==> config.mk <==
export PLATFORM = sky130hd
export DESIGN_NAME = reset_cause_and_undervolt_ctrl
export DESIGN_NICKNAME = d
export VERILOG_FILES = /design/src/shared/rst_ctrl_pkg.sv /design/src/hdl/reset_cause_and_undervolt_ctrl.sv
export SDC_FILE = /design/constraint.sdc
export NUM_CORES = 1
export LEC_CHECK = 0
export ABC_AREA = 1
export ABC_CLOCK_PERIOD_IN_PS = 3650
export BUFFER_PORTS_ARGS = -buffer_cell sky130_fd_sc_hd__buf_2
export CAP_MARGIN = 20
export CELL_PAD_IN_SITES_DETAIL_PLACEMENT = 2
export CELL_PAD_IN_SITES_GLOBAL_PLACEMENT = 2
export CORE_ASPECT_RATIO = 0.9
export CORE_MARGIN = 2
export CORE_UTILIZATION = 33
export CTS_CLUSTER_DIAMETER = 60
export DETAILED_ROUTE_END_ITERATION = 8
export GPL_TIMING_DRIVEN = 0
export HOLD_SLACK_MARGIN = 0.12
export PLACE_DENSITY_LB_ADDON = 0.1
export SLEW_MARGIN = 5
export SYNTH_ARGS = -nofsm -noshare
export SYNTH_HDL_FRONTEND = slang
export SYNTH_SLANG_ARGS = --single-unit
export TNS_END_PERCENT = 50
==> constraint.sdc <==
create_clock -name clk -period 3.65 [get_ports clk]
set_clock_uncertainty 0.05 [all_clocks]
set_input_delay 0.365 -clock clk [delete_from_list [all_inputs] [get_ports clk]]
set_output_delay 0.365 -clock clk [all_outputs]
set_load 0.03 [all_outputs]
==> src/shared/rst_ctrl_pkg.sv <==
package rst_ctrl_pkg;
  // ==========================================================================
  // Register map
  localparam logic [11:0] UVC_OFF = 12'h000;
  localparam logic [11:0] RCF_OFF = 12'h004;
  localparam logic [11:0] WDC_OFF = 12'h008;
  localparam logic [11:0] STS_OFF = 12'h00c;
  localparam logic [11:0] CMD_OFF = 12'h010;
  // ==========================================================================
  // Keys and reset values
  localparam logic [7:0] UV_KEY_ON = 8'h5a;
  localparam logic [7:0] UV_KEY_OFF = 8'ha5;
  localparam logic [7:0] UV_CTRL_RST = 8'h5a;
  localparam logic [4:0] WD_KEY_ON = 5'h0a;
  localparam logic [4:0] WD_KEY_OFF = 5'h15;
  localparam logic [7:0] WD_CTRL_RST = 8'h57;
  // Reset-cause bit positions.
  localparam int UV_EVT_BIT = 2;
  localparam int UV_KF_BIT = 1;
  localparam int WD_KF_BIT = 0;
  // Status bit positions.
  localparam int TO_BIT = 0;
  localparam int PD_BIT = 1;
  // Command bit positions.
  localparam int CMD_HALT_BIT = 0;
  localparam int CMD_CLRWDT_BIT = 1;
  // ==========================================================================
  // Timing
  localparam int CLK_PERIOD_NS = 8;
  localparam int KEY_FAULT_DELAY_NS = 200;
  localparam int UV_FILTER_NS = 120;
  localparam int KEY_FAULT_CYC = KEY_FAULT_DELAY_NS / CLK_PERIOD_NS;
  localparam int UV_FILTER_CYC = (UV_FILTER_NS + CLK_PERIOD_NS - 1) / CLK_PERIOD_NS;
  localparam int RST_PULSE_CYC = 4;
  // ==========================================================================
  // Modes
  typedef enum logic [1:0] {MODE_FAST, MODE_SLOW, MODE_IDLE, MODE_SLEEP} mode_t;
endpackage : rst_ctrl_pkg

==> src/hdl/reset_cause_and_undervolt_ctrl.sv <==
`timescale 1ns/10ps
// Behaviour
// - Power-on reset clears the program counter to zero.
// - Power-on reset sets port data and direction registers to all ones.
// - Undervoltage resets only after low supply outlasts the filter time.
// - Qualified undervoltage reset sets the undervoltage event flag.
// - Key 5a enables undervoltage reset, key a5 disables it.
// - Other undervoltage keys reset after delay and restore power-on key.
// - Invalid undervoltage key sets the undervoltage key fault flag.
// - Genuine undervoltage reset keeps the undervoltage control register.
// - Undervoltage key holds 5a after power-on, reset enabled.
// - Undervoltage reset is disabled in idle or sleep mode.
// - Event and key fault flags are set by hardware, cleared by software.
// - Reset-cause bits seven to three read as zero.
// - Watchdog timeout in fast or slow causes full reset, sets timeout.
// - Watchdog timeout in sleep or idle clears only PC and stack.
// - Timeout and power-down flag values follow the reset type.
// - Power-on reset disables all interrupts.
// - Power-on reset clears watchdog and time base; watchdog then counts.
// - Power-on reset switches the timer/event counter off.
// - Power-on reset points the stack pointer at the stack top.
// - Watchdog key 15 disables, 0a enables, others reset and flag fault.
// - Halt sets power-down; power-up or clear-watchdog clears it.
module reset_cause_and_undervolt_ctrl
  import rst_ctrl_pkg::*;
#(
  parameter int FILTER_CYC = rst_ctrl_pkg::UV_FILTER_CYC,
  parameter int FAULT_CYC = rst_ctrl_pkg::KEY_FAULT_CYC
) (
  // Clock and power-on reset
  input wire logic clk,
  input wire logic rst_n,
  // APB slave
  input wire logic psel,
  input wire logic penable,
  input wire logic pwrite,
  input wire logic [11:0] paddr,
  input wire logic [31:0] pwdata,
  output logic [31:0] prdata,
  output logic pready,
  output logic pslverr,
  // Supply monitor and core events
  input wire logic low_supply,
  input wire logic wdog_overflow,
  input wire logic [1:0] cpu_mode,
  // Reset and watchdog outputs
  output logic sys_reset,
  output logic pc_sp_reset,
  output logic por_init,
  output logic wdog_enable,
  output logic [2:0] wdog_period
);

  // ==========================================================================
  // State
  typedef struct packed {
    logic [7:0] uvc;
    logic [7:0] wdc;
    logic uv_evt;
    logic uv_kf;
    logic wd_kf;
    logic to_flag;
    logic pd_flag;
    logic [15:0] uv_cnt;
    logic [15:0] kf_cnt;
    logic kf_pend;
    logic [3:0] rst_cnt;
    logic full_rst;
    logic pcsp;
    logic por;
    logic [31:0] rdata;
  } state_t;

  state_t st_reg;
  state_t st_next;
  logic wr;
  logic rd;
  logic uv_key_bad;
  logic wd_key_bad;
  logic low_power;
  logic uv_armed;
  logic uv_fire;
  logic kf_fire;
  logic wd_full;

  assign wr = psel && penable && pwrite;
  assign rd = psel && !penable && !pwrite;
  assign uv_key_bad = (st_reg.uvc != UV_KEY_ON) && (st_reg.uvc != UV_KEY_OFF);
  assign wd_key_bad = (st_reg.wdc[7:3] != WD_KEY_ON) && (st_reg.wdc[7:3] != WD_KEY_OFF);
  assign low_power = (cpu_mode == MODE_IDLE) || (cpu_mode == MODE_SLEEP);
  assign uv_armed = (st_reg.uvc == UV_KEY_ON) && !low_power;
  assign uv_fire = uv_armed && low_supply && (st_reg.uv_cnt == 16'(FILTER_CYC));
  assign kf_fire = st_reg.kf_pend && (st_reg.kf_cnt == 16'(FAULT_CYC));
  assign wd_full = wdog_overflow && !low_power && (st_reg.wdc[7:3] != WD_KEY_OFF);

  always_comb begin
    st_next = st_reg;
    st_next.por = 1'b0;
    st_next.pcsp = 1'b0;
    // Filter counter restarts whenever the supply recovers.
    if (uv_armed && low_supply) begin
      if (st_reg.uv_cnt != 16'(FILTER_CYC)) begin
        st_next.uv_cnt = st_reg.uv_cnt + 16'h0001;
      end
    end else begin
      st_next.uv_cnt = 16'h0000;
    end
    if (uv_key_bad || wd_key_bad) begin
      st_next.kf_pend = 1'b1;
    end
    if (st_reg.kf_pend && !kf_fire) begin
      st_next.kf_cnt = st_reg.kf_cnt + 16'h0001;
    end
    if (wr && paddr == CMD_OFF && pwdata[CMD_CLRWDT_BIT]) begin
      st_next.pd_flag = 1'b0;
    end else if (wr && paddr == CMD_OFF && pwdata[CMD_HALT_BIT]) begin
      st_next.pd_flag = 1'b1;
    end
    if (wr && paddr == UVC_OFF) begin
      st_next.uvc = pwdata[7:0];
    end
    if (wr && paddr == WDC_OFF) begin
      st_next.wdc = pwdata[7:0];
    end
    // software clears, hardware set below wins
    if (wr && paddr == RCF_OFF) begin
      st_next.uv_evt = st_reg.uv_evt & pwdata[UV_EVT_BIT];
      st_next.uv_kf = st_reg.uv_kf & pwdata[UV_KF_BIT];
      st_next.wd_kf = st_reg.wd_kf & pwdata[WD_KF_BIT];
    end
    if (uv_fire) begin
      st_next.uv_evt = 1'b1;
      st_next.full_rst = 1'b1;
      st_next.rst_cnt = 4'(RST_PULSE_CYC);
    end
    if (kf_fire) begin
      st_next.kf_pend = 1'b0;
      st_next.kf_cnt = 16'h0000;
      st_next.full_rst = 1'b1;
      st_next.rst_cnt = 4'(RST_PULSE_CYC);
      if (uv_key_bad) begin
        st_next.uvc = UV_CTRL_RST;
        st_next.uv_kf = 1'b1;
      end
      if (wd_key_bad) begin
        st_next.wdc = WD_CTRL_RST;
        st_next.wd_kf = 1'b1;
      end
    end
    if (wd_full) begin
      st_next.to_flag = 1'b1;
      st_next.full_rst = 1'b1;
      st_next.wdc = WD_CTRL_RST;
      st_next.rst_cnt = 4'(RST_PULSE_CYC);
    end
    if (wdog_overflow && low_power && st_reg.wdc[7:3] != WD_KEY_OFF) begin
      st_next.to_flag = 1'b1;
      st_next.pd_flag = 1'b1;
      st_next.pcsp = 1'b1;
    end
    if (!(uv_fire || kf_fire || wd_full) && st_reg.full_rst) begin
      if (st_reg.rst_cnt == 4'h0) begin
        st_next.full_rst = 1'b0;
      end else begin
        st_next.rst_cnt = st_reg.rst_cnt - 4'h1;
      end
    end
    st_next.rdata = 32'h0000_0000;
    if (rd) begin
      unique case (paddr)
        UVC_OFF: st_next.rdata = {24'h000000, st_reg.uvc};
        RCF_OFF: st_next.rdata = {29'h0, st_reg.uv_evt, st_reg.uv_kf, st_reg.wd_kf};
        WDC_OFF: st_next.rdata = {24'h000000, st_reg.wdc};
        STS_OFF: st_next.rdata = {30'h0, st_reg.pd_flag, st_reg.to_flag};
        default: st_next.rdata = 32'h0000_0000;
      endcase
    end else begin
      st_next.rdata = st_reg.rdata;
    end
  end

  // ==========================================================================
  // Registers
  always_ff @(posedge clk or negedge rst_n) begin
    if (!rst_n) begin
      // default key, flags cleared on power-on
      st_reg <= '{uvc: UV_CTRL_RST, wdc: WD_CTRL_RST, uv_evt: 1'b0, uv_kf: 1'b0,
                  wd_kf: 1'b0, to_flag: 1'b0, pd_flag: 1'b0, uv_cnt: 16'h0000,
                  kf_cnt: 16'h0000, kf_pend: 1'b0, rst_cnt: 4'(RST_PULSE_CYC),
                  full_rst: 1'b1, pcsp: 1'b0, por: 1'b1, rdata: 32'h0000_0000};
    end else begin
      st_reg <= st_next;
    end
  end

  // ==========================================================================
  // Outputs
  // The init strobe tells the core to load PC zero, stack top, ports all ones,
  // interrupts off, timer off and watchdog cleared; those registers live there.
  // power-on init
  assign por_init = st_reg.por;
  assign sys_reset = st_reg.full_rst;
  assign pc_sp_reset = st_reg.pcsp;
  assign wdog_enable = (st_reg.wdc[7:3] != WD_KEY_OFF) && !st_reg.full_rst;
  assign wdog_period = st_reg.wdc[2:0];
  assign prdata = st_reg.rdata;
  assign pready = 1'b1;
  assign pslverr = 1'b0;
endmodule : reset_cause_and_undervolt_ctrl

==> results.json <==
{
  "layout-drive-gt1-share_pct": 22.7,
  "grt_pass1_vias": 3993,
  "ant_nets": 0,
  "fin_crit_sh_pct": 51.5,
  "p_int_mw": 1.56,
  "largest_reg_flops": 55,
  "cts_resized": 0,
  "slew_headroom_pct": 56.2,
  "drc": 0,
  "ir_worst_vdd_mv": 0.212,
  "synth-seq-cells": 69,
  "hold_class": "in2reg",
  "cts.sinks": 69,
  "synth_area_per_cell_um2": 7.66,
  "grt_remaining_overflow": 0,
  "dp_cells": 750,
  "yosysMostFrequentCell": "nand2_1",
  "cts_tree": "built",
  "combPwrFrac_pct": 16.4,
  "netlist_instances": 522,
  "synth_commonest_cells": "122 x nand2_1, 67 x nor2_1, 58 x inv_1",
  "synth_flop_cell": "dfrtp_1",
  "clkTransAtPathRegs_ns": 0.06,
  "vias": 3616,
  "io_buffers": 42,
  "post_cts_buffers": 0,
  "grt_pass1_wl_um": 19100,
  "drv_slew": 0,
  "num_rows": 38,
  "synth.area.top_cells": "dfrtp_1 36%, nand2_1 11%, dfstp_2 7.9%",
  "ys_types": 36,
  "cp-end-kind": "primary output",
  "grt_max_degree": 62,
  "setup_slack_ns": 1.77,
  "finalSetupViolCount": 0,
  "wl_per_cell_um": 14.5,
  "synth_top_cell_by_area": "dfrtp_1",
  "numCtsBuffers": 9,
  "hold_violations": 0,
  "period_needed_ns": 1.88,
  "power_leakage_nw": 2.63,
  "area_delta_synth_final_pct": 21.6,
  "status": "finished clean",
  "fill_cells": 1422,
  "cts_max_level": 3,
  "cap_violations": 0,
  "die-area_um2": 13000,
  "postCtsHoldBufs": 1,
  "coreArea_um2": 11900,
  "io-pin-count": 94,
  "clk_path_buf_depth": 2,
  "multi_input_area_um2": 1800,
  "drt_wl_total_um": 11100,
  "cts_root_buf": "clkbuf_16",
  "worstSetupStartpointType": "flip-flop",
  "first_iter_violations": 105,
  "netSwitchingFraction_pct": 28.6,
  "powerDensity_nw_per_um2": 451,
  "ys_seq_area_share_pct": 43.6,
  "fin_nets": 659,
  "crit_fanout": 4,
  "grt_usage_pct": 18.7,
  "tns_ns": 0,
  "regArea_um2": 1740,
  "clkPwrFrac_pct": 43.4,
  "path_class": "reg2out",
  "synth-edff-count": 0,
  "total_switching_power_mw": 0.626,
  "maxClockFrequency_mhz": 532,
  "syn-cell-area_um2": 4000,
  "fp.dieW_um": 120,
  "p_seq_share_pct": 40.2,
  "clk_latency_ns": 0.34,
  "firstDrtPassIters": 4,
  "final_core_util_pct": 40.7,
  "synthArstFlopShare_pct": 100,
  "drt-vias-per-instance": 4.71,
  "globalplace.congestion": 0.766,
  "antenna_found_initial": 1,
  "synth_top_area_share_pct": 35.7,
  "dp_hpwl_um": 8520,
  "antenna_cells": 0,
  "start_util_pct": 33.5,
  "worst_pin_slew_ns": 0.650,
  "crit_arrival_ns": 1.47,
  "instances_no_fill": 767,
  "place_ws_ns": 1.74,
  "rsz0062_at_grt": "no",
  "cp.required_ns": 3.23,
  "yosys_warnings": 0,
  "die_y_um": 108
}
==> critical path: stages, from the launching register on <==
cell and delay, ns:
dfstp_2 0.56, nor2_1 0.06, nand2_1 0.13, inv_1 0.09, nor2_1 0.09, buf_2 0.20
==> per-stage QoR <==
step           hold slack (ns)  total power, mW  instance area [um2]
3_5_place_dp             0.159             1.25                 4530
2_1_floorplan           0.0194             1.13                 4090
4_1_cts                  0.226             2.23                 4860
6_report                 0.240             2.19                 4860
5_1_grt                  0.245             2.31                 4860
3_3_place_gp             0.415             1.23                 4500
==> power groups by stage <==
stage	combinational [mW]	sequential, mW	clock, mW
after CTS	0.367	0.884	0.984
after global routing	0.410	0.889	1.01
after global placement	0.335	0.891	0
after floorplan	0.245	0.889	0
after detailed placement	0.356	0.894	0
final	0.359	0.881	0.950
==> final timing paths <==
kind | slack, ns | from | to | cells past startpoint
setup / recovery | 1.77 | st_reg[83]$_DFF_PN1_ | wdog_enable | 5
hold / removal | 0.24 | cpu_mode[1] | pc_sp_reset$_DFF_PN0_ | 3
setup reg to reg | 1.88 | st_reg[35]$_DFF_PN0_ | st_reg[38]$_DFF_PN0_ | 7
hold reg to reg | 0.43 | prdata[1]$_DFFE_PN0P_ | prdata[1]$_DFFE_PN0P_ | 2
max in group asynchronous | 2.60 | rst_n | wdog_period[1]$_DFF_PN1_ | 3
min in group asynchronous | 0.37 | rst_n | st_reg[52]$_DFFE_PN0P_ | 2
==> cell usage in the layout, fill, tap and decap left out, types with 7 or more instances in the layout <==
cell and n:
nand2_1 122, nor2_1 67, inv_1 58, dfrtp_1 57, nand3_1 49, buf_2 41
buf_4 39, conb_1 27, o21ai_0 23, a21oi_1 20, dfstp_2 12, nor2_2 9
clkbuf_16 9, o21ai_1 7, nand4_1 7
==> routing by layer <==
layer,up-vias,GRT usage (%),wire length [um]
li1,1764,-,-
met1,1775,22.9,4990
met2,60,32.4,5590
met3,15,4.11,372
met4,2,7.06,176
met5,-,0,13
==> layout make-up <==
cell class / count / share of cell area, %
flip-flops and latches: 69 / 35.8
clock buffers: 11 / 4.99
well taps: 160 / 4.12
clock inverters: 5 / 1.54
inverters: 62 / 4.79
repair buffers: 44 / 5.15
multi-input cells: 375 / 37.0
plain buffers: 41 / 6.56
==> cells by family after synthesis <==
family / synth area share (%)
flip-flops: 43.6
other: 0.188
adder cells (fa/ha/maj): 1.25
AND/OR/NAND/NOR: 30.8
AO/OA/AOI/OAI: 8.48
buffers and inverters: 13.8
XOR/XNOR: 1.97
Power figures use the tool's default switching activity.
